## src/hdl/fcs_regs.svh

```systemverilog
// constants for the flash command sequencer host: register offsets, fields,
// command codes and bus-cycle timing; assumes pclk at 250 MHz
`ifndef FCS_REGS_SVH
`define FCS_REGS_SVH

// ****************************************
// apb register map (byte offsets)
// ****************************************
`define FCS_REG_CTRL   12'h000
`define FCS_REG_ADDR   12'h004
`define FCS_REG_DATA   12'h008
`define FCS_REG_STATUS 12'h00C
`define FCS_REG_RDATA  12'h010
`define FCS_CTRL_GO    8
`define FCS_ST_BUSY    0
`define FCS_ST_VOK     1
`define FCS_ST_REFUSED 2
`define FCS_ST_DONE    3

// ****************************************
// operation codes written to ctrl[3:0]
// ****************************************
`define FCS_OP_RESET    4'h0
`define FCS_OP_PROG     4'h1
`define FCS_OP_CHIPER   4'h2
`define FCS_OP_SECTER   4'h3
`define FCS_OP_SUSPEND  4'h4
`define FCS_OP_RESUME   4'h5
`define FCS_OP_CFI      4'h6
`define FCS_OP_BYP_ENT  4'h7
`define FCS_OP_BYP_PROG 4'h8
`define FCS_OP_BYP_EXIT 4'h9
`define FCS_OP_IDENT    4'hA
`define FCS_OP_READ     4'hB
`define FCS_OP_LOCKPROG 4'hC
`define FCS_OP_PPBERASE 4'hD
`define FCS_OP_LOCKSTAT 4'hE
`define FCS_OP_PASSWORD 4'hF

// ****************************************
// flash widths and unlock addresses
// ****************************************
`define FCS_AW        22
`define FCS_UNLOCK1   12'h555
`define FCS_UNLOCK2   12'h2AA
`define FCS_CFI_ADDR  12'h055

// ****************************************
// timing: figures in their own unit, counts derived
// ****************************************
`define FCS_CLK_MHZ        250
`define FCS_CYC_NS(ns)     (((ns) * `FCS_CLK_MHZ + 999) / 1000)
`define FCS_T_AS_NS        10
`define FCS_T_WP_NS        35
`define FCS_T_WPH_NS       25
`define FCS_T_ACC_NS       65
`define FCS_T_LOCK_US      100
`define FCS_T_PPBER_MS_X10 12
`define FCS_T_PWD_US       2
`define FCS_LOCK_CYC       (`FCS_T_LOCK_US * `FCS_CLK_MHZ)
`define FCS_PPBER_CYC      (`FCS_T_PPBER_MS_X10 * `FCS_CLK_MHZ * 100)
`define FCS_PWD_CYC        (`FCS_T_PWD_US * `FCS_CLK_MHZ)

`endif

```

## src/hdl/fcs_pkg.sv

```systemverilog
// types shared by the flash command sequencer host
// assumes fcs_regs.svh supplies the widths
`include "fcs_regs.svh"

package fcs_pkg;

  // ****************************************
  // pin bundle toward the flash
  // ****************************************
  typedef struct packed {
    logic                ce_n;
    logic                we_n;
    logic                oe_n;
    logic [`FCS_AW-1:0]  addr;
    logic [15:0]         dq_o;
    logic                dq_oe;
  } fcs_pins_t;

  // ****************************************
  // one bus cycle of a command sequence
  // ****************************************
  typedef struct packed {
    logic        last;
    logic        rd;
    logic        uaddr;
    logic        udata;
    logic [1:0]  pause;
    logic [11:0] lo;
    logic [7:0]  d;
  } fcs_step_t;

  typedef enum logic [1:0] { FCS_PZ_NONE, FCS_PZ_LOCK, FCS_PZ_PPBER, FCS_PZ_PWD } fcs_pause_t;

endpackage

```

## src/hdl/fcs_cycle.sv

```systemverilog
// one asynchronous write or read cycle on the flash pins
// assumes the caller holds start for one cycle only when done has been seen
`timescale 1ns/100ps
`include "fcs_regs.svh"

module fcs_cycle
  import fcs_pkg::*;
(
  // clock and reset
  input  wire logic               pclk,
  input  wire logic               presetn,
  // request
  input  wire logic               start,
  input  wire logic               rd,
  input  wire logic [`FCS_AW-1:0] addr,
  input  wire logic [15:0]        wdata,
  // answer
  output logic                    done,
  output logic [15:0]             rdata,
  // flash pins
  output fcs_pins_t               pins,
  input  wire logic [15:0]        dq_i
);

  typedef enum logic [1:0] { FCS_C_IDLE, FCS_C_SETUP, FCS_C_PULSE, FCS_C_HOLD } fcs_cst_t;

  localparam logic [4:0] AS_C  = 5'(`FCS_CYC_NS(`FCS_T_AS_NS));
  localparam logic [4:0] WP_C  = 5'(`FCS_CYC_NS(`FCS_T_WP_NS));
  localparam logic [4:0] WPH_C = 5'(`FCS_CYC_NS(`FCS_T_WPH_NS));
  // two extra cycles cover the input synchroniser
  localparam logic [4:0] ACC_C = 5'(`FCS_CYC_NS(`FCS_T_ACC_NS) + 2);

  fcs_cst_t    st_q;
  logic [4:0]  cnt_q;
  logic        rd_q;
  logic [15:0] dq_s1_q;
  logic [15:0] dq_s2_q;

  // ****************************************
  // data pins are async: two flops first
  // ****************************************
  always_ff @(posedge pclk or negedge presetn) begin
    if (!presetn) begin
      dq_s1_q <= 16'h0000;
      dq_s2_q <= 16'h0000;
    end else begin
      dq_s1_q <= dq_i;
      dq_s2_q <= dq_s1_q;
    end
  end

  wire cnt_end = (cnt_q == 5'h00);

  // ****************************************
  // cycle sequencer; address falls with ce, data held past we rise
  // ****************************************
  always_ff @(posedge pclk or negedge presetn) begin
    if (!presetn) begin
      st_q  <= FCS_C_IDLE;
      cnt_q <= 5'h00;
      rd_q  <= 1'b0;
      done  <= 1'b0;
      rdata <= 16'h0000;
      pins  <= '{ce_n: 1'b1, we_n: 1'b1, oe_n: 1'b1, addr: '0, dq_o: 16'h0000, dq_oe: 1'b0};
    end else begin
      done <= 1'b0;
      case (st_q)
        FCS_C_IDLE: if (start) begin
          rd_q       <= rd;
          pins.addr  <= addr;
          pins.dq_o  <= wdata;
          pins.ce_n  <= 1'b0;
          pins.oe_n  <= !rd;
          cnt_q      <= rd ? ACC_C : AS_C;
          st_q       <= rd ? FCS_C_HOLD : FCS_C_SETUP;
        end
        FCS_C_SETUP: if (cnt_end) begin
          pins.we_n  <= 1'b0;        // later of ce and we falling latches address
          pins.dq_oe <= 1'b1;
          cnt_q      <= WP_C;
          st_q       <= FCS_C_PULSE;
        end else cnt_q <= cnt_q - 5'h01;
        FCS_C_PULSE: if (cnt_end) begin
          pins.we_n <= 1'b1;         // first rising edge latches data RULE9
          pins.ce_n <= 1'b1;
          cnt_q     <= WPH_C;
          st_q      <= FCS_C_HOLD;
        end else cnt_q <= cnt_q - 5'h01;
        default: if (cnt_end) begin
          if (rd_q) rdata <= dq_s2_q;
          pins.ce_n  <= 1'b1;
          pins.oe_n  <= 1'b1;
          pins.dq_oe <= 1'b0;
          done       <= 1'b1;
          st_q       <= FCS_C_IDLE;
        end else cnt_q <= cnt_q - 5'h01;
      endcase
    end
  end
endmodule

```

## src/hdl/fcs_host.sv

```systemverilog
// host-side command sequencer for a two-bank nor flash, apb slave
// assumes flash pins outside pclk domain; bank/sector bits come from addr reg
//
// Notes on behaviour
// RULE1: device takes suspend code only during sector erase or its collection window.
// RULE2: device ignores suspend during chip erase or word program.
// RULE3: device halts erase within 35 us, or at once in collection window.
// RULE4: suspended bank reads normally outside chosen sectors, status inside them.
// RULE5: program during suspension returns bank to suspend-read when done.
// RULE6: identification works while suspended; leaving it returns to suspension.
// RULE7: resume is one code at the suspended bank address; repeats ignored.
// RULE8: one reset code returns bank to array or suspend-read state.
// RULE9: address latched on later falling strobe, data on first rising strobe.
// RULE10: only low address bits and low data byte are decoded.
// RULE11: both erases are six writes ending with chip or sector code.
// RULE12: bypass needs three-cycle entry, two-cycle program, two-cycle exit.
// RULE13: identification is three writes, bank address on third, then reads.
// RULE14: group protect query returns distinct unprotected and protected values.
// RULE15: secured-region lock query returns one of three lock codes.
// RULE16: parameter-table query accepted only in array-read or identification mode.
// RULE17: lock-bit program: cycle four programs, five and six verify bit0 one.
// RULE18: host waits 100 us or 1.2 ms between cycles four and five.
// RULE19: erase-all protect bits verifies bit0 zero; host reissues otherwise. Here the result only sets status vok; there is no reissue.
// RULE20: password given in four portions, full sequence each, 2 us apart.
// RULE21: protect-lock status reports lock state on data bit one.
// RULE22: lock-bit commands selected by fixed low-byte address patterns.
// RULE23: other commands in collection window abort to array reads.
// RULE24: polling bit reads zero while erasing, one when done or suspended.
// RULE25: mismatching write discards partial sequence, prior read state kept.
// RULE26: command state kept per bank.
`timescale 1ns/100ps
`include "fcs_regs.svh"

module fcs_host
  import fcs_pkg::*;
#(
  parameter int unsigned LOCK_CYC  = `FCS_LOCK_CYC,
  parameter int unsigned PPBER_CYC = `FCS_PPBER_CYC
) (
  // clock and reset
  input  wire logic               pclk,
  input  wire logic               presetn,
  // apb slave
  input  wire logic               psel,
  input  wire logic               penable,
  input  wire logic               pwrite,
  input  wire logic [11:0]        paddr,
  input  wire logic [31:0]        pwdata,
  output logic [31:0]             prdata,
  output logic                    pready,
  output logic                    pslverr,
  // flash pins
  output fcs_pins_t               flash,
  input  wire logic [15:0]        flash_dq_i
);

  typedef enum logic [1:0] { FCS_S_IDLE, FCS_S_ISSUE, FCS_S_WAIT, FCS_S_PAUSE } fcs_st_t;

  localparam logic [19:0] LOCK_CNT  = 20'(LOCK_CYC - 1);
  localparam logic [19:0] PPBER_CNT = 20'(PPBER_CYC - 1);
  localparam logic [19:0] PWD_CNT   = 20'(`FCS_PWD_CYC - 1);

  // ****************************************
  // command sequence tables
  // ****************************************
  function automatic fcs_step_t mk(input logic [11:0] lo, input logic [7:0] d);
    fcs_step_t s;
    s    = '0;
    s.lo = lo;
    s.d  = d;
    return s;
  endfunction

  // user-addressed cycle, optionally a read or using the data register
  function automatic fcs_step_t usr(input logic [7:0] d, input logic rd, input logic ud);
    fcs_step_t s;
    s       = mk(12'h000, d);
    s.uaddr = 1'b1;
    s.rd    = rd;
    s.udata = ud;
    return s;
  endfunction

  // steps after the unlock pair; idx counts from the third cycle
  function automatic fcs_step_t tail(input logic [3:0] op, input logic [2:0] idx);
    fcs_step_t s;
    s = mk(`FCS_UNLOCK1, 8'h00);
    case (op)
      `FCS_OP_PROG:     s = (idx == 3'd0) ? mk(`FCS_UNLOCK1, 8'hA0) : usr(8'h00, 1'b0, 1'b1);
      `FCS_OP_CHIPER, `FCS_OP_SECTER: begin
        case (idx)                                                    // RULE11
          3'd0:    s = mk(`FCS_UNLOCK1, 8'h80);
          3'd1:    s = mk(`FCS_UNLOCK1, 8'hAA);
          3'd2:    s = mk(`FCS_UNLOCK2, 8'h55);
          default: s = (op == `FCS_OP_CHIPER) ? mk(`FCS_UNLOCK1, 8'h10) : usr(8'h30, 1'b0, 1'b0);
        endcase
      end
      `FCS_OP_BYP_ENT:  s = mk(`FCS_UNLOCK1, 8'h20);                  // RULE12
      `FCS_OP_IDENT:    s = (idx == 3'd0) ? mk(`FCS_UNLOCK1, 8'h90) : usr(8'h00, 1'b1, 1'b0); // RULE13
      `FCS_OP_LOCKPROG: begin
        case (idx)                                                    // RULE17
          3'd0:    s = mk(`FCS_UNLOCK1, 8'h60);
          3'd1:    begin s = usr(8'h68, 1'b0, 1'b0); s.pause = FCS_PZ_LOCK; end // RULE18
          3'd2:    s = usr(8'h48, 1'b0, 1'b0);
          default: s = usr(8'h00, 1'b1, 1'b0);
        endcase
      end
      `FCS_OP_PPBERASE: begin
        case (idx)                                                    // RULE19
          3'd0:    s = mk(`FCS_UNLOCK1, 8'h60);
          3'd1:    begin s = usr(8'h60, 1'b0, 1'b0); s.pause = FCS_PZ_PPBER; end // RULE18
          3'd2:    s = usr(8'h40, 1'b0, 1'b0);
          default: s = usr(8'h00, 1'b1, 1'b0);
        endcase
      end
      `FCS_OP_LOCKSTAT: s = (idx == 3'd0) ? mk(`FCS_UNLOCK1, 8'h58) : usr(8'h00, 1'b1, 1'b0);
      default: begin                                                  // password portion
        s = (idx == 3'd0) ? mk(`FCS_UNLOCK1, 8'h38) : usr(8'h00, 1'b0, 1'b1);
        if (idx != 3'd0) s.pause = FCS_PZ_PWD;                        // RULE20
      end
    endcase
    return s;
  endfunction

  // number of cycles in each operation, minus one
  function automatic logic [2:0] last_idx(input logic [3:0] op);
    case (op)
      `FCS_OP_CHIPER, `FCS_OP_SECTER, `FCS_OP_LOCKPROG, `FCS_OP_PPBERASE: return 3'd5;
      `FCS_OP_PROG, `FCS_OP_IDENT, `FCS_OP_LOCKSTAT, `FCS_OP_PASSWORD:    return 3'd3;
      `FCS_OP_BYP_ENT:                                                  return 3'd2;
      `FCS_OP_BYP_PROG, `FCS_OP_BYP_EXIT:                               return 3'd1;
      default:                                                          return 3'd0;
    endcase
  endfunction

  function automatic fcs_step_t step_of(input logic [3:0] op, input logic [2:0] idx);
    fcs_step_t s;
    s = mk(`FCS_UNLOCK1, 8'hAA);
    case (op)
      `FCS_OP_RESET:    s = mk(12'h000, 8'hF0);                        // RULE8
      `FCS_OP_SUSPEND:  s = usr(8'hB0, 1'b0, 1'b0);                    // RULE1
      `FCS_OP_RESUME:   s = usr(8'h30, 1'b0, 1'b0);                    // RULE7
      `FCS_OP_CFI:      s = mk(`FCS_CFI_ADDR, 8'h98);                  // RULE16
      `FCS_OP_READ:     s = usr(8'h00, 1'b1, 1'b0);
      `FCS_OP_BYP_PROG: s = (idx == 3'd0) ? mk(12'h000, 8'hA0) : usr(8'h00, 1'b0, 1'b1); // RULE12
      `FCS_OP_BYP_EXIT: s = (idx == 3'd0) ? mk(12'h000, 8'h90) : mk(12'h000, 8'h00); // RULE12
      default: begin
        if (idx == 3'd1) s = mk(`FCS_UNLOCK2, 8'h55);
        else if (idx != 3'd0) s = tail(op, idx - 3'd2);
      end
    endcase
    s.last = (idx == last_idx(op));
    return s;
  endfunction

  // ****************************************
  // registers
  // ****************************************
  fcs_st_t            st_q;
  logic [3:0]         op_q;
  logic [2:0]         idx_q;
  logic [19:0]        cnt_q;
  logic [`FCS_AW-1:0] addr_q;
  logic [15:0]        data_q;
  logic [15:0]        rdata_q;
  logic               vok_q;
  logic               refused_q;
  logic               done_q;
  logic               cyc_done;
  logic [15:0]        cyc_rdata;

  // ****************************************
  // apb decode
  // ****************************************
  wire        apb_setup = psel && !penable;
  wire        apb_wr    = psel && penable && pwrite;
  wire        hit_ctrl  = (paddr == `FCS_REG_CTRL);
  wire        hit_addr  = (paddr == `FCS_REG_ADDR);
  wire        hit_data  = (paddr == `FCS_REG_DATA);
  wire        hit_stat  = (paddr == `FCS_REG_STATUS);
  wire        hit_rdat  = (paddr == `FCS_REG_RDATA);
  wire        mapped    = hit_ctrl || hit_addr || hit_data || hit_stat || hit_rdat;
  wire        busy      = (st_q != FCS_S_IDLE);
  wire        go_req    = apb_wr && hit_ctrl && pwdata[`FCS_CTRL_GO];
  wire        go        = go_req && !busy;
  wire [31:0] stat_word = {28'h0000000, done_q, refused_q, vok_q, busy};
  wire [31:0] rd_mux    = hit_ctrl ? {28'h0000000, op_q} :
                          hit_addr ? {10'h000, addr_q} :
                          hit_data ? {16'h0000, data_q} :
                          hit_stat ? stat_word :
                          hit_rdat ? {16'h0000, rdata_q} : 32'h00000000;

  // answer is registered in setup, so every access finishes in two cycles
  always_ff @(posedge pclk or negedge presetn) begin
    if (!presetn) begin
      prdata  <= 32'h00000000;
      pready  <= 1'b0;
      pslverr <= 1'b0;
    end else begin
      pready  <= apb_setup;
      pslverr <= apb_setup && !mapped;
      if (apb_setup && !pwrite) prdata <= rd_mux;
    end
  end

  // software-written parameters, steady while a sequence runs
  always_ff @(posedge pclk or negedge presetn) begin
    if (!presetn) begin
      op_q   <= `FCS_OP_RESET;
      addr_q <= '0;
      data_q <= 16'h0000;
    end else begin
      if (go) op_q <= pwdata[3:0];
      if (apb_wr && hit_addr && !busy) addr_q <= pwdata[`FCS_AW-1:0];
      if (apb_wr && hit_data && !busy) data_q <= pwdata[15:0];
    end
  end

  // ****************************************
  // sequencer
  // ****************************************
  fcs_step_t cur;
  assign cur = step_of(op_q, idx_q);

  // only the low byte/bits carry the code; upper bits keep the bank
  wire [`FCS_AW-1:0] cyc_addr = cur.uaddr ? addr_q : {addr_q[`FCS_AW-1:12], cur.lo}; // RULE10
  wire [15:0]        cyc_data = cur.udata ? data_q : {8'h00, cur.d};
  wire [19:0]        pz_cnt   = (cur.pause == FCS_PZ_LOCK)  ? LOCK_CNT :
                                (cur.pause == FCS_PZ_PPBER) ? PPBER_CNT : PWD_CNT;
  wire               finish   = (st_q == FCS_S_WAIT && cyc_done && cur.last && cur.pause == FCS_PZ_NONE)
                              || (st_q == FCS_S_PAUSE && cnt_q == 20'h00000 && cur.last);
  // verify bit sense differs: programmed reads one, erased reads zero;
  // taken from the word landing now, rdata_q still holds the previous read
  wire               vok_new  = (op_q == `FCS_OP_PPBERASE) ? !cyc_rdata[0] : cyc_rdata[0]; // RULE17 RULE19

  always_ff @(posedge pclk or negedge presetn) begin
    if (!presetn) begin
      st_q    <= FCS_S_IDLE;
      idx_q   <= 3'd0;
      cnt_q   <= 20'h00000;
      rdata_q <= 16'h0000;
    end else begin
      case (st_q)
        FCS_S_IDLE:  if (go) begin
          idx_q <= 3'd0;
          st_q  <= FCS_S_ISSUE;
        end
        FCS_S_ISSUE: st_q <= FCS_S_WAIT;
        FCS_S_WAIT:  if (cyc_done) begin
          if (cur.rd) rdata_q <= cyc_rdata;
          if (cur.pause != FCS_PZ_NONE) begin
            cnt_q <= pz_cnt;                                          // RULE18 RULE20
            st_q  <= FCS_S_PAUSE;
          end else if (cur.last) st_q <= FCS_S_IDLE;
          else begin
            idx_q <= idx_q + 3'd1;
            st_q  <= FCS_S_ISSUE;
          end
        end
        default: if (cnt_q != 20'h00000) cnt_q <= cnt_q - 20'h00001;
        else if (cur.last) st_q <= FCS_S_IDLE;
        else begin
          idx_q <= idx_q + 3'd1;
          st_q  <= FCS_S_ISSUE;
        end
      endcase
    end
  end

  // status flags; a set in the clearing cycle wins
  always_ff @(posedge pclk or negedge presetn) begin
    if (!presetn) begin
      vok_q     <= 1'b0;
      refused_q <= 1'b0;
      done_q    <= 1'b0;
    end else begin
      if (finish && (op_q == `FCS_OP_LOCKPROG || op_q == `FCS_OP_PPBERASE)) vok_q <= vok_new;
      if (go_req && busy) refused_q <= 1'b1;
      else if (apb_wr && hit_stat && pwdata[`FCS_ST_REFUSED]) refused_q <= 1'b0;
      if (finish) done_q <= 1'b1;
      else if (apb_wr && hit_stat && pwdata[`FCS_ST_DONE]) done_q <= 1'b0;
    end
  end

  fcs_cycle u_cycle (
    .pclk    (pclk),
    .presetn (presetn),
    .start   (st_q == FCS_S_ISSUE),
    .rd      (cur.rd),
    .addr    (cyc_addr),
    .wdata   (cyc_data),
    .done    (cyc_done),
    .rdata   (cyc_rdata),
    .pins    (flash),
    .dq_i    (flash_dq_i)
  );
endmodule

```

## config.mk

```make
export PLATFORM = sky130hd
export DESIGN_NAME = fcs_host
export DESIGN_NICKNAME = d
export VERILOG_FILES = /design/src/hdl/fcs_pkg.sv /design/src/hdl/fcs_cycle.sv /design/src/hdl/fcs_host.sv
export VERILOG_INCLUDE_DIRS = /design/src /design/src/hdl
export SDC_FILE = /design/constraint.sdc
export NUM_CORES = 1
export LEC_CHECK = 0
export BUFFER_PORTS_ARGS = -buffer_cell sky130_fd_sc_hd__buf_2
export CAP_MARGIN = 25
export CORE_ASPECT_RATIO = 0.5
export CORE_MARGIN = 2
export CORE_UTILIZATION = 29
export CTS_CLUSTER_SIZE = 20
export DETAILED_ROUTE_END_ITERATION = 10
export PLACE_DENSITY_LB_ADDON = 0.08
export SLEW_MARGIN = 0
export SYNTH_ARGS = -nofsm -noshare
export SYNTH_HDL_FRONTEND = slang
export SYNTH_SLANG_ARGS = --single-unit
```

## constraint.sdc

```tcl
create_clock -name pclk -period 3.6 [get_ports pclk]
set_input_delay 0.18 -clock pclk [delete_from_list [all_inputs] [get_ports pclk]]
set_output_delay 0.18 -clock pclk [all_outputs]
set_load 0.02 [all_outputs]
```

# Word level (Yosys, flattened, before mapping)
# Memories as Yosys holds them, arrays and structs flattened.
# Index checks and enable logic that the tools add are counted.
[classes]
eq_ne = 39
muxes = 67
bitwise_logic = 6
reduce_logical = 70
add_sub_neg = 4
[op_table]
columns = ["op", "count"]
rows = [
  ["$pmux W25 S7", 2],
  ["$pmux W25 S3", 2],
  ["$mux W25", 4],
  ["$mux W24", 4],
  ["$pmux W24 S3", 1],
  ["$mux W16", 4],
  ["$mux W20", 3],
  ["$mux W22", 2],
  ["$pmux W20 S2", 1],
  ["$mux W39", 1],
  ["$mux W19", 2],
  ["$eq A4 B4 Y1 const B", 7],
  ["$mux W5", 5],
  ["$eq A12 B4 Y1 const B", 2],
  ["$logic_and A1 B1 Y1", 22],
  ["$logic_not A20 Y1", 1],
  ["$mux W2", 10],
  ["$reduce_bool A20 Y1", 1],
  ["$sub A20 B1 Y20 const B", 1],
  ["$eq A4 B3 Y1 const B", 4],
  ["$mux W3", 5],
  ["$pmux W5 S3", 1],
  ["$reduce_and A3 Y1", 5],
  ["$reduce_bool A2 Y1", 7],
  ["38 further kinds", 89],
]
[totals]
inputBits = 65
register_bits = 219
memories = 1
rom_bits = 48
wordCells = 213
[memory_table]
columns = ["memory", "depth", "word_bits", "read_ports", "rd_clocked_by_memory_dff", "wr", "line_no", "rtl"]
rows = [
  ["(name not given)", 16, 3, 1, 0, 0, "fcs_host.sv:127", "case (op)"],
]

# Logic depth before layout (Yosys ltp)
# Gate-level depths: netlist (run 1).
[depth]
depth_word = 14
depth_mapped = 16
ltp_nobuf = 13

# Modules after synthesis
# A second synthesis (run 1) with hierarchy kept.
[unflattened]
hier_cells = 857
hier_area_um2 = 9880.7
[by_module_without_submodules]
columns = ["mod", "instances", "seq_area_each_um2", "area_each_um2", "cells_per_inst"]
rows = [
  ["fcs_host", 1, 2752.6, 6197.2, 620],
  ["fcs_cycle", 1, 2481.1, 3683.5, 237],
]

# Least setup slack after synthesis (run 1)
# No wires, ideal clock.
[synth_timing]
path_kind = "register to register"
startpoint = "reg op_q[2]"
endpoint = "reg cnt_q[7]"
period_less_slack_ns = 2.735
path_stages_with_launch = 16
arrival_time_ns = 2.607
path_slack_ns = 0.865
path_buffers = 3
setup_time_ns = 0.129
cell_sequence = "dfrtp_1 -> buf_2 -> and3b_1 -> clkbuf_1 -> a221oi_2 -> nand2_1 -> o21ai_0 -> nand2b_1 -> ha_1 -> nor2b_1 -> o21ai_0 -> a31o_2 -> buf_2 -> nor4_1 -> xnor2_1 -> o21ai_0"
[synth_between]
elab_chain_len = 11
[synth_rtl]
columns = ["item", "line_no", "rtl"]
rows = [
  ["start, declared", "fcs_host.sv:160", "logic [3:0] op_q;"],
  ["start signal, assigned", "fcs_host.sv:209", "op_q <= `FCS_OP_RESET;"],
  ["start signal, assigned", "fcs_host.sv:213", "if (go) op_q <= pwdata[3:0];"],
  ["$eq A4 B2 Y1", "fcs_host.sv:88", "case (op)"],
  ["$reduce_or A2 Y1", "fcs_host.sv:88", ""],
  ["$pmux W25 S7", "fcs_host.sv:88", ""],
  ["$mux W25", "fcs_host.sv:149", "else if (idx != 3'd0) s = tail(op, idx - 3'd2);"],
  ["$mux W25", "fcs_host.sv:148", "if (idx == 3'd1) s = mk(`FCS_UNLOCK2, 8'h55);"],
  ["$pmux W25 S7 *", "fcs_host.sv:139", "case (op)"],
  ["$eq A2 B1 Y1", "fcs_host.sv:228", "wire [19:0] pz_cnt = (cur.pause == FCS_PZ_LOCK) ? LOCK_CNT :"],
  ["$mux W19", "fcs_host.sv:228", ""],
  ["$mux W20", "fcs_host.sv:251", "if (cur.pause != FCS_PZ_NONE) begin"],
  ["$mux W20", "fcs_host.sv:249", "FCS_S_WAIT: if (cyc_done) begin"],
  ["$pmux W20 S2", "fcs_host.sv:243", "case (st_q)"],
  ["end signal, assigned", "fcs_host.sv:252", "cnt_q <= pz_cnt;"],
  ["end signal, assigned", "fcs_host.sv:260", "default: if (cnt_q != 20'h00000) cnt_q <= cnt_q - 20'h00001;"],
  ["end, declared", "fcs_host.sv:162", "logic [19:0] cnt_q;"],
]
# Every way passes the cells marked *; elsewhere a longest branch is shown, timed or not. The select of a mux whose other input is x is not followed.
# A chain may end at the register's enable or synchronous reset.

# Worst setup path after layout (run 1)
[layout_timing]
startpoint = "reg op_q[3]"
endpoint = "reg cnt_q[7]"
# The elaborated chain is that of the path after synthesis.

==> results of run 1 <==
[path summary, 6_finish.rpt]
check,startpoint,end,slack (ps),depth (start not counted)
max reg2reg,op_q[3]$_DFFE_PN0P_,cnt_q[7]$_DFFE_PN0P_,320,12
min reg2reg,u_cycle.dq_s1_q[1]$_DFF_PN0_,u_cycle.dq_s2_q[1]$_DFF_PN0_,350,0
min,penable,refused_q$_DFFE_PN0P_,30,3
max in group asynchronous,presetn,u_cycle.dq_s1_q[11]$_DFF_PN0_,2360,3
max,op_q[3]$_DFFE_PN0P_,cnt_q[7]$_DFFE_PN0P_,320,12
min in group asynchronous,presetn,u_cycle.cnt_q[1]$_DFFE_PN0P_,280,2
[through the flow]
step	setup WS, ps	cell area, sq um
floorplan	864.8	9732
global placement	400.2	10840
detailed placement	365.9	10840
CTS	341.7	12090
global route	43.27	12090
finish	319.1	12090
[cell type report]
type                    instances  area share, %
inverters                      26         0.8071
repair buffers                185          10.14
clock inverters                13          2.038
well taps                     441          4.563
multi-input cells             651          34.21
flip-flops and latches        209          43.28
clock buffers                  27          4.957
[report_power, final]
| part | switching (uW) | internal, uW | total [uW] |
|---|---|---|---|
| Combinational | 990 | 599 | 1590 |
| Clock | 1030 | 1630 | 2660 |
| Sequential | 257 | 2570 | 2820 |
[routing by layer]
| layer | vias up | track usage (%) | share of wire (%) |
|---|---|---|---|
| li1 | 3582 | - | - |
| met1 | 3778 | 22.47 | 47 |
| met2 | 135 | 27.44 | 48 |
| met3 | 36 | 2.717 | 3.4 |
| met4 | 0 | 3.512 | 1.9 |
| met5 | - | 0 | 0 |
[Yosys cell counts, drive strengths merged, types with 7 or more instances]
| master | count | area (sq um) |
|---|---|---|
| xnor2 | 9 | 86.34 |
| buf | 27 | 165.2 |
| o21ai | 55 | 275.3 |
| mux2 | 73 | 822.0 |
| nand2 | 141 | 529.3 |
| a21oi | 55 | 275.3 |
| o22ai | 7 | 43.79 |
| nand3 | 40 | 210.2 |
| clkbuf | 30 | 112.6 |
| nor2 | 74 | 287.8 |
| inv | 25 | 93.84 |
| nor2b | 13 | 81.33 |
| a31oi | 8 | 56.30 |
| a222oi | 12 | 120.1 |
| nor3 | 15 | 80.08 |
| dfrtp | 206 | 5155 |
| ha | 15 | 187.7 |
| nor4 | 10 | 81.33 |
| nand2b | 17 | 106.4 |
[worst max-delay path, stage by stage (launching register included)]
cell and delay, ps:
dfrtp_1 580, buf_4 280, nor2_1 160, a221o_1 240
nand3_1 160, nand2b_1 250, ha_1 290, nor2b_1 120
o21ai_0 100, a31o_2 380, nor4_1 330, xnor2_1 150
o21ai_0 90
[flip-flops by register name (all words and copies together), names as in the netlist, 2 cells and up]
name             flops
cnt_q               20
data_q              16
u_cycle.rdata       16
u_cycle.pins        42
u_cycle.dq_s1_q     16
u_cycle.dq_s2_q     16
u_cycle.cnt_q        5
rdata_q             16
u_cycle.st_q         2
op_q                 4
prdata              22
addr_q              22
st_q                 2
idx_q                3
[what timing repair did]
action,CTS,global route
setup endpoints to repair,0,0
hold buffers,41,0
resized for setup,0,0
endpoints found under the hold margin,152,0
[cells in the final DEF, fill, tap and decap left out, types with 6 or more instances in the layout]
master,n
o22ai_1,7
a222oi_1,12
conb_1,10
nand4_1,6
clkbuf_16,22
nor3_1,14
a21oi_1,55
nand3_1,38
mux2_2,73
nand2_1,141
a31oi_1,7
xnor2_1,8
dlygate4sd3_1,41
o21ai_0,54
bufinv_16,6
nor4_1,6
nor2_1,71
buf_4,22
nand2b_1,17
mux2i_1,6
dfrtp_1,206
inv_1,25
ha_1,15
buf_2,119
o31ai_1,6
nor2b_1,13
[kinds of logic (layout without fill, tap and decap cells)]
family	Yosys count	after routing	share of synthesized area, %
simple gates	343	343	16.85
flops	209	209	53.97
mux	80	80	9.328
xor+xnor	14	14	1.342
compound gates	189	189	12.67
buf+inv	83	251	3.870
other cells	1	10	0.03867
fa+ha+maj	15	15	1.935
==> reports/metrics.csv, run 1 <==
metric,value,unit
Post CTS Setup Buffer Count,0,
sequential fraction of the synthesis area,53.97,%
Post-synth ARST share,100.0,%
"Setup violations, final",0,
post-route minimum period,3281,ps
peak fanout along the critical path,17,
Leak,0.005767,uW
Post-synth EDFFs,0,
Cells after Synth,934,
FP Rows,47,
Setup TNS,0,ps
Tcrit/Tclk final,91.14,%
fill count,3356,
RSZ-0062 raised after global routing,false,
antenna diode count,0,
io pins,141,
Setup crit start kind,flip-flop,
Min Hold Slack,25.57,ps
worst hold path type,in2reg,
Routed WL,28700,microns
GRT Residual Overflow,0,
HPWL after DPL,19360,microns
core footprint,0.03299,sq mm
Port Buffers,120,
GRT Util Overall,16.40,%
largest net degree at the start of global routing,100,
critical path class,reg2reg,
Vert. Die Dim,133.3,microns
Final Hold Vio Count,0,
vias,7531,
number of CTS-inserted buffers,22,
area of the multi-input gates,0.004136,sq mm
power per cell area,585.1,mW/mm^2
"Cell Area, Synth",0.009698,sq mm
total die area,0.03501,sq mm
Tot Pwr,7074,uW
maximum vdd drop,0.3279,mV
residual DRC count,0,
via-per-instance ratio,4.852,
Skew-Pair Late Insertion Delay,540,ps
drt initial violations,518,
Starting Density,29.40,%
Routed WL per cell,18.49,microns
Yosys warning count,0,
global-route wire length before repair,45110,microns
Critical Path RT,4000,ps
Reg area,0.005234,sq mm
CTS tree,done,
Synth-to-Final Area Change,24.68,%
vias in the first global route,7569,
count of cell types in the netlist,78,
post-synthesis average cell area,10.38,sq um
H-tree levels,1,
worst-case clock skew,21.90,ps
layout cells sized above 1,25.47,%
clock root cell,clkbuf_16,
worst-margin pin slew,983.4,ps
Chip Width,262.6,microns
Worst Path Arrival,3680,ps
"Reg clk slew, reported paths",70,ps
DRT antenna net count,0,
outcome,"finished, final reports clean",
"non-filler cells, final",1552,
CTS max path bufs,3,
fin. max-slew vios,0,
Pre-Repair DR Iteration Count,8,
clock sink count,209,
Post-layout nets,1175,
"Primary FF master, synth",dfrtp_1,
slew margin rel.,34.28,%
max cap viols,0,
GPL Wtd Cong,0.8611,
CP endpoint kind,flip-flop,
Placed Instances,1471,
Final Core Density,36.65,%
antenna violations before repair,0,
Peak Freq,0.3048,GHz
post-synthesis register bit count,209,
No activity file was read; power rests on OpenSTA's default activity.
==> run 2, diff against run 1 <==
Settings changed: CTS_BUF_LIST from default to sky130_fd_sc_hd__clkbuf_8.
==> reports/metrics.csv, run 2 (synthesis results as in run 1) <==
metric,value,unit
outcome,"finished, final reports clean",
Final Hold Vio Count,0,
H-tree levels,2,
Routed WL,28900,microns
"Reg clk slew, reported paths",60,ps
Peak Freq,0.3035,GHz
switching power,2267,uW
residual DRC count,0,
Post-CTS Resized,0,
drt initial violations,414,
number of CTS-inserted buffers,35,
worst-margin pin slew,968.4,ps
"Setup violations, final",0,
R2R cell count,12,
CTS tree,done,
Port Buffers,120,
maximum vdd drop,0.2116,mV
HPWL after DPL,19360,microns
Leak,0.005739,uW
CP endpoint kind,flip-flop,
Reg-to-Reg End,cnt_q[7]$_DFFE_PN0P_,
antenna diode count,0,
area of the multi-input gates,0.004136,sq mm
max cap viols,0,
Placed Instances,1471,
Comb pwr share,24.5,%
"commonest non-fill, non-tap cell in the layout",dfrtp_1,
Vert. Die Dim,133.3,microns
crit path to,cnt_q[7]$_DFFE_PN0P_,
"non-filler cells, final",1572,
clock sink count,209,
Pre-Repair DR Iteration Count,5,
most frequent cells in the layout,"206 x dfrtp_1, 141 x nand2_1, 119 x buf_2",
fin. max-slew vios,0,
layout cells sized above 1,26.08,%
total die area,0.03501,sq mm
vias,7579,
io pins,141,
fill count,3377,
Routed WL per cell,18.38,microns
worst-case clock skew,29.33,ps
worst hold path type,in2reg,
via-per-instance ratio,4.821,
Chip Width,262.6,microns
dpl cell area,0.01084,sq mm
Top reg by flops,u_cycle.pins,
critical path class,reg2reg,
Pint,4215,uW
DRT antenna net count,0,
slew margin rel.,35.28,%
Setup crit start kind,flip-flop,
hold_sp,pwrite,
clock root cell,clkbuf_8,
register share of total power,43.6,%
"Design Area, Final",0.01191,sq mm
CTS max path bufs,3,
Worst Path Arrival,3710,ps
FP Rows,47,
largest net degree at the start of global routing,100,
Largest register FFs,42,
RSZ-0062 raised after global routing,false,
Worst Setup SP,op_q[3]$_DFFE_PN0P_,
vias in the first global route,7643,
global-route wire length before repair,45360,microns
Tcrit/Tclk final,91.53,%
switch share,34.97,%
GRT Residual Overflow,0,
peak fanout along the critical path,17,
antenna violations before repair,0,
GRT Util Overall,16.61,%
Critical Path RT,4010,ps
power per cell area,544.1,mW/mm^2
clock group share of total power,31.8,%
Post CTS Setup Buffer Count,0,
GPL Wtd Cong,0.8611,
Post-layout nets,1189,
Skew-Pair Late Insertion Delay,560,ps
Synth-to-Final Area Change,22.85,%
post-route minimum period,3295,ps
core footprint,0.03299,sq mm
biggest regs,"u_cycle.pins (42), addr_q (22), prdata (22)",
Reg area,0.005234,sq mm
Starting Density,29.40,%
Setup TNS,0,ps
r2r setup slk,300,ps
worst r2r src,op_q[3]$_DFFE_PN0P_,
## run 2: cell count changes in the layout (fill, tap and decap cells not counted), sizes merged
cell / before / now
dlygate4sd3: 41 / 42
clkbuf: 27 / 41
bufinv: 6 / 0
inv: 25 / 36
## run 2: critical path: stages, from the launching register on
cell and delay, ps:
dfrtp_1 580, buf_4 280, nor2_1 160, a221o_1 240, nand3_1 170, nand2b_1 250, ha_1 290, nor2b_1 120
o21ai_0 100, a31o_2 390, nor4_1 330, xnor2_1 150, o21ai_0 90
## run 2: final cells by class
class | instances | area share, %
clock buffer | 41 | 4.736
clock inverter | 18 | 0.7877
inverter | 26 | 0.8192
multi-input combinational | 651 | 34.72
sequential | 209 | 43.93
tap | 441 | 4.631
timing repair buffer | 186 | 10.38
## run 2: worst min-delay path by stage
stage	endpoint	slack (ps)	depth (start not counted)
after floorplan	addr_q[0]$_DFFE_PN0P_	-120	0
after global placement	u_cycle.dq_s1_q[10]$_DFF_PN0_	290	1
after detailed placement	u_cycle.dq_s1_q[12]$_DFF_PN0_	290	1
after CTS	refused_q$_DFFE_PN0P_	10	3
after global routing	refused_q$_DFFE_PN0P_	40	3
final	refused_q$_DFFE_PN0P_	40	3
## run 2: what timing repair did
item,4_1_cts,5_1_grt
hold buffers,42,0
hold endpoints to repair,154,0
setup endpoints to repair,0,0
## run 2: power by group through the flow
stage,Clock (uW),Sequential [uW],Combinational (uW)
floorplan,0,2810,1120
detailed placement,0,2870,1560
finish,2060,2830,1590
global route,2260,2860,1800
global placement,0,2860,1560
CTS,2160,2830,1600
## run 2: routing by layer
| metal | vias up | wire length (microns) | track usage [%] |
|---|---|---|---|
| li1 | 3616 | - | - |
| met4 | 0 | 514 | 4.310 |
| met2 | 130 | 13690 | 27.29 |
| met5 | - | 0 | 0 |
| met3 | 46 | 1164 | 3.457 |
| met1 | 3787 | 13530 | 22.44 |
## run 2: stage by stage
stage          total power [uW]  hold WS [ps]  setup slack [ps]  utilization (%)
6_report                   6482         35.34             305.0            36.11
5_1_grt                    6926         37.28             35.95            36.11
4_1_cts                    6595         12.40             336.8            36.11
3_5_place_dp               4430         289.3             365.9            32.84
3_3_place_gp               4425         287.3             400.2            32.84
2_1_floorplan              3937        -115.6             864.8                -
==> run 3, diff against run 2 <==
Settings changed: CORE_MARGIN 2 to default.
==> reports/metrics.csv, run 3 (synthesis results as in run 1) <==
metric,value,unit
outcome,"finished, violations left",
failing checks,design-rule violations,
vias in the first global route,7845,
post-route minimum period,3183,ps
clock sink count,209,
r2r setup slk,420,ps
power per cell area,544.7,mW/mm^2
worst hold path type,in2reg,
Post-CTS Resized,0,
Chip Width,260.6,microns
Comb pwr share,25.8,%
Setup WS post-layout,416.7,ps
Reg area,0.005234,sq mm
slew margin rel.,28.01,%
CTS Hold Bufs,44,
drt initial violations,417,
antenna violations before repair,0,
"Setup violations, final",0,
Pre-Repair DR Iteration Count,10,
Pint,4254,uW
Top reg by flops,u_cycle.pins,
Routed WL,29120,microns
RSZ-0062 raised after global routing,false,
"Reg clk slew, reported paths",60,ps
FP Rows,46,
"non-filler cells, final",1567,
antenna diode count,0,
area of the multi-input gates,0.004136,sq mm
"worst slack, placed",469.6,ps
fill count,3298,
Leak,0.005765,uW
clock root cell,clkbuf_8,
Setup TNS,0,ps
CP top delay family,simple AND/OR/NAND/NOR gates,
via-per-instance ratio,4.875,
Placed Instances,1468,
core footprint,0.03229,sq mm
layout cells sized above 1,25.99,%
Post CTS Setup Buffer Count,0,
maximum vdd drop,0.2074,mV
GRT Util Overall,17.45,%
register share of total power,42.7,%
crit-path cells,buf_4 > nor2_1 > a221o_1 > nand3_1 > nand2b_1 > ha_1 > nor2b_1 > o21ai_0 > a31o_2 > nor4_1 > xnor2_1 > nor2_1,
Peak Freq,0.3141,GHz
switch share,34.56,%
Buffers & Inverters on Critical Path,1,
biggest regs,"u_cycle.pins (42), addr_q (22), prdata (22)",
max cap viols,0,
most frequent cells in the layout,"206 x dfrtp_1, 141 x nand2_1, 119 x buf_2",
worst-margin pin slew,1075,ps
switching power,2247,uW
Routed WL per cell,18.58,microns
fin. max-slew vios,0,
dpl cell area,0.01086,sq mm
CP endpoint kind,flip-flop,
Worst Path Arrival,3590,ps
"commonest non-fill, non-tap cell in the layout",dfrtp_1,
Largest register FFs,42,
Post-layout nets,1196,
Crit path top cell by count,nor2_1,
Final Hold Vio Count,0,
Critical Path Max Stage Delay,530,ps
residual DRC count,4,
GPL Wtd Cong,0.8690,
peak fanout along the critical path,17,
number of CTS-inserted buffers,34,
Port Buffers,120,
largest net degree at the start of global routing,75,
GRT Residual Overflow,0,
total die area,0.03422,sq mm
Skew-Pair Late Insertion Delay,550,ps
HPWL after DPL,19910,microns
DRT antenna net count,0,
io pins,141,
vias,7639,
Critical Path RT,4010,ps
Vert. Die Dim,131.3,microns
global-route wire length before repair,46430,microns
Starting Density,30.04,%
H-tree levels,2,
CTS max path bufs,3,
clock group share of total power,31.5,%
Tcrit/Tclk final,88.42,%
CTS tree,done,
worst-case clock skew,17.39,ps
Synth-to-Final Area Change,23.07,%
Setup crit start kind,flip-flop,
CP max-delay cell,dfrtp_1,
critical path class,reg2reg,
"Design Area, Final",0.01194,sq mm
## run 3: changes by cell type in the layout (fill, tap and decap cells not counted), sizes merged, moves of 2 or more
cell and delta:
buf +6, inv +2, clkbuf -2, dlygate4sd3 +2, clkinv -4
## run 3: path summary, 6_finish.rpt
path	start	end	cells past startpoint
max	op_q[2]$_DFFE_PN0P_	cnt_q[11]$_DFFE_PN0P_	12
min	pwrite	prdata[16]$_DFFE_PN0P_	4
max reg2reg	op_q[2]$_DFFE_PN0P_	cnt_q[11]$_DFFE_PN0P_	12
min reg2reg	u_cycle.dq_s1_q[6]$_DFF_PN0_	u_cycle.dq_s2_q[6]$_DFF_PN0_	0
max in group asynchronous	presetn	rdata_q[7]$_DFFE_PN0P_	3
min in group asynchronous	presetn	u_cycle.pins[0]$_DFFE_PN0P_	2
## run 3: metrics by stage
step / utilization, % / hold WS [ps] / total power, uW
6_report: 36.96 / 61.13 / 6501
5_1_grt: 36.96 / 65.87 / 6964
4_1_cts: 36.96 / 13.01 / 6626
3_5_place_dp: 33.62 / 203.9 / 4467
3_3_place_gp: 33.62 / 195.1 / 4447
2_1_floorplan: - / -115.6 / 3937
## run 3: worst reg2reg max path, cell delays in order, from the launching register on
cell and delay, ps:
dfrtp_1 530, buf_4 250, nor2_1 170, a221o_1 240, nand3_1 150, nand2b_1 240, ha_1 300, nor2b_1 120
o21ai_0 110, a31o_2 370, nor4_1 370, xnor2_1 160, nor2_1 50
## run 3: cell type report
| type | count | area share (%) |
|---|---|---|
| sequential | 209 | 43.85 |
| multi-input combinational | 651 | 34.66 |
| timing repair buffer | 194 | 10.80 |
| tap | 432 | 4.529 |
| clock buffer | 39 | 4.497 |
| clock inverter | 16 | 0.8491 |
| inverter | 26 | 0.8177 |
## run 3: power groups by stage
| stage | combinational, uW | sequential [uW] | clock (uW) |
|---|---|---|---|
| 2_1_floorplan | 1120 | 2810 | 0 |
| 5_1_grt | 1900 | 2810 | 2250 |
| 4_1_cts | 1690 | 2780 | 2160 |
| 6_report | 1680 | 2780 | 2050 |
| 3_3_place_gp | 1630 | 2820 | 0 |
| 3_5_place_dp | 1650 | 2820 | 0 |
## run 3: metal layers
layer,part of all wire (%),global-route usage (%),vias to the layer above
met4,1.8,4.418,0
met5,0,0,-
met2,48,28.62,150
met3,4.0,3.241,46
li1,-,-,3633
met1,46,23.59,3810
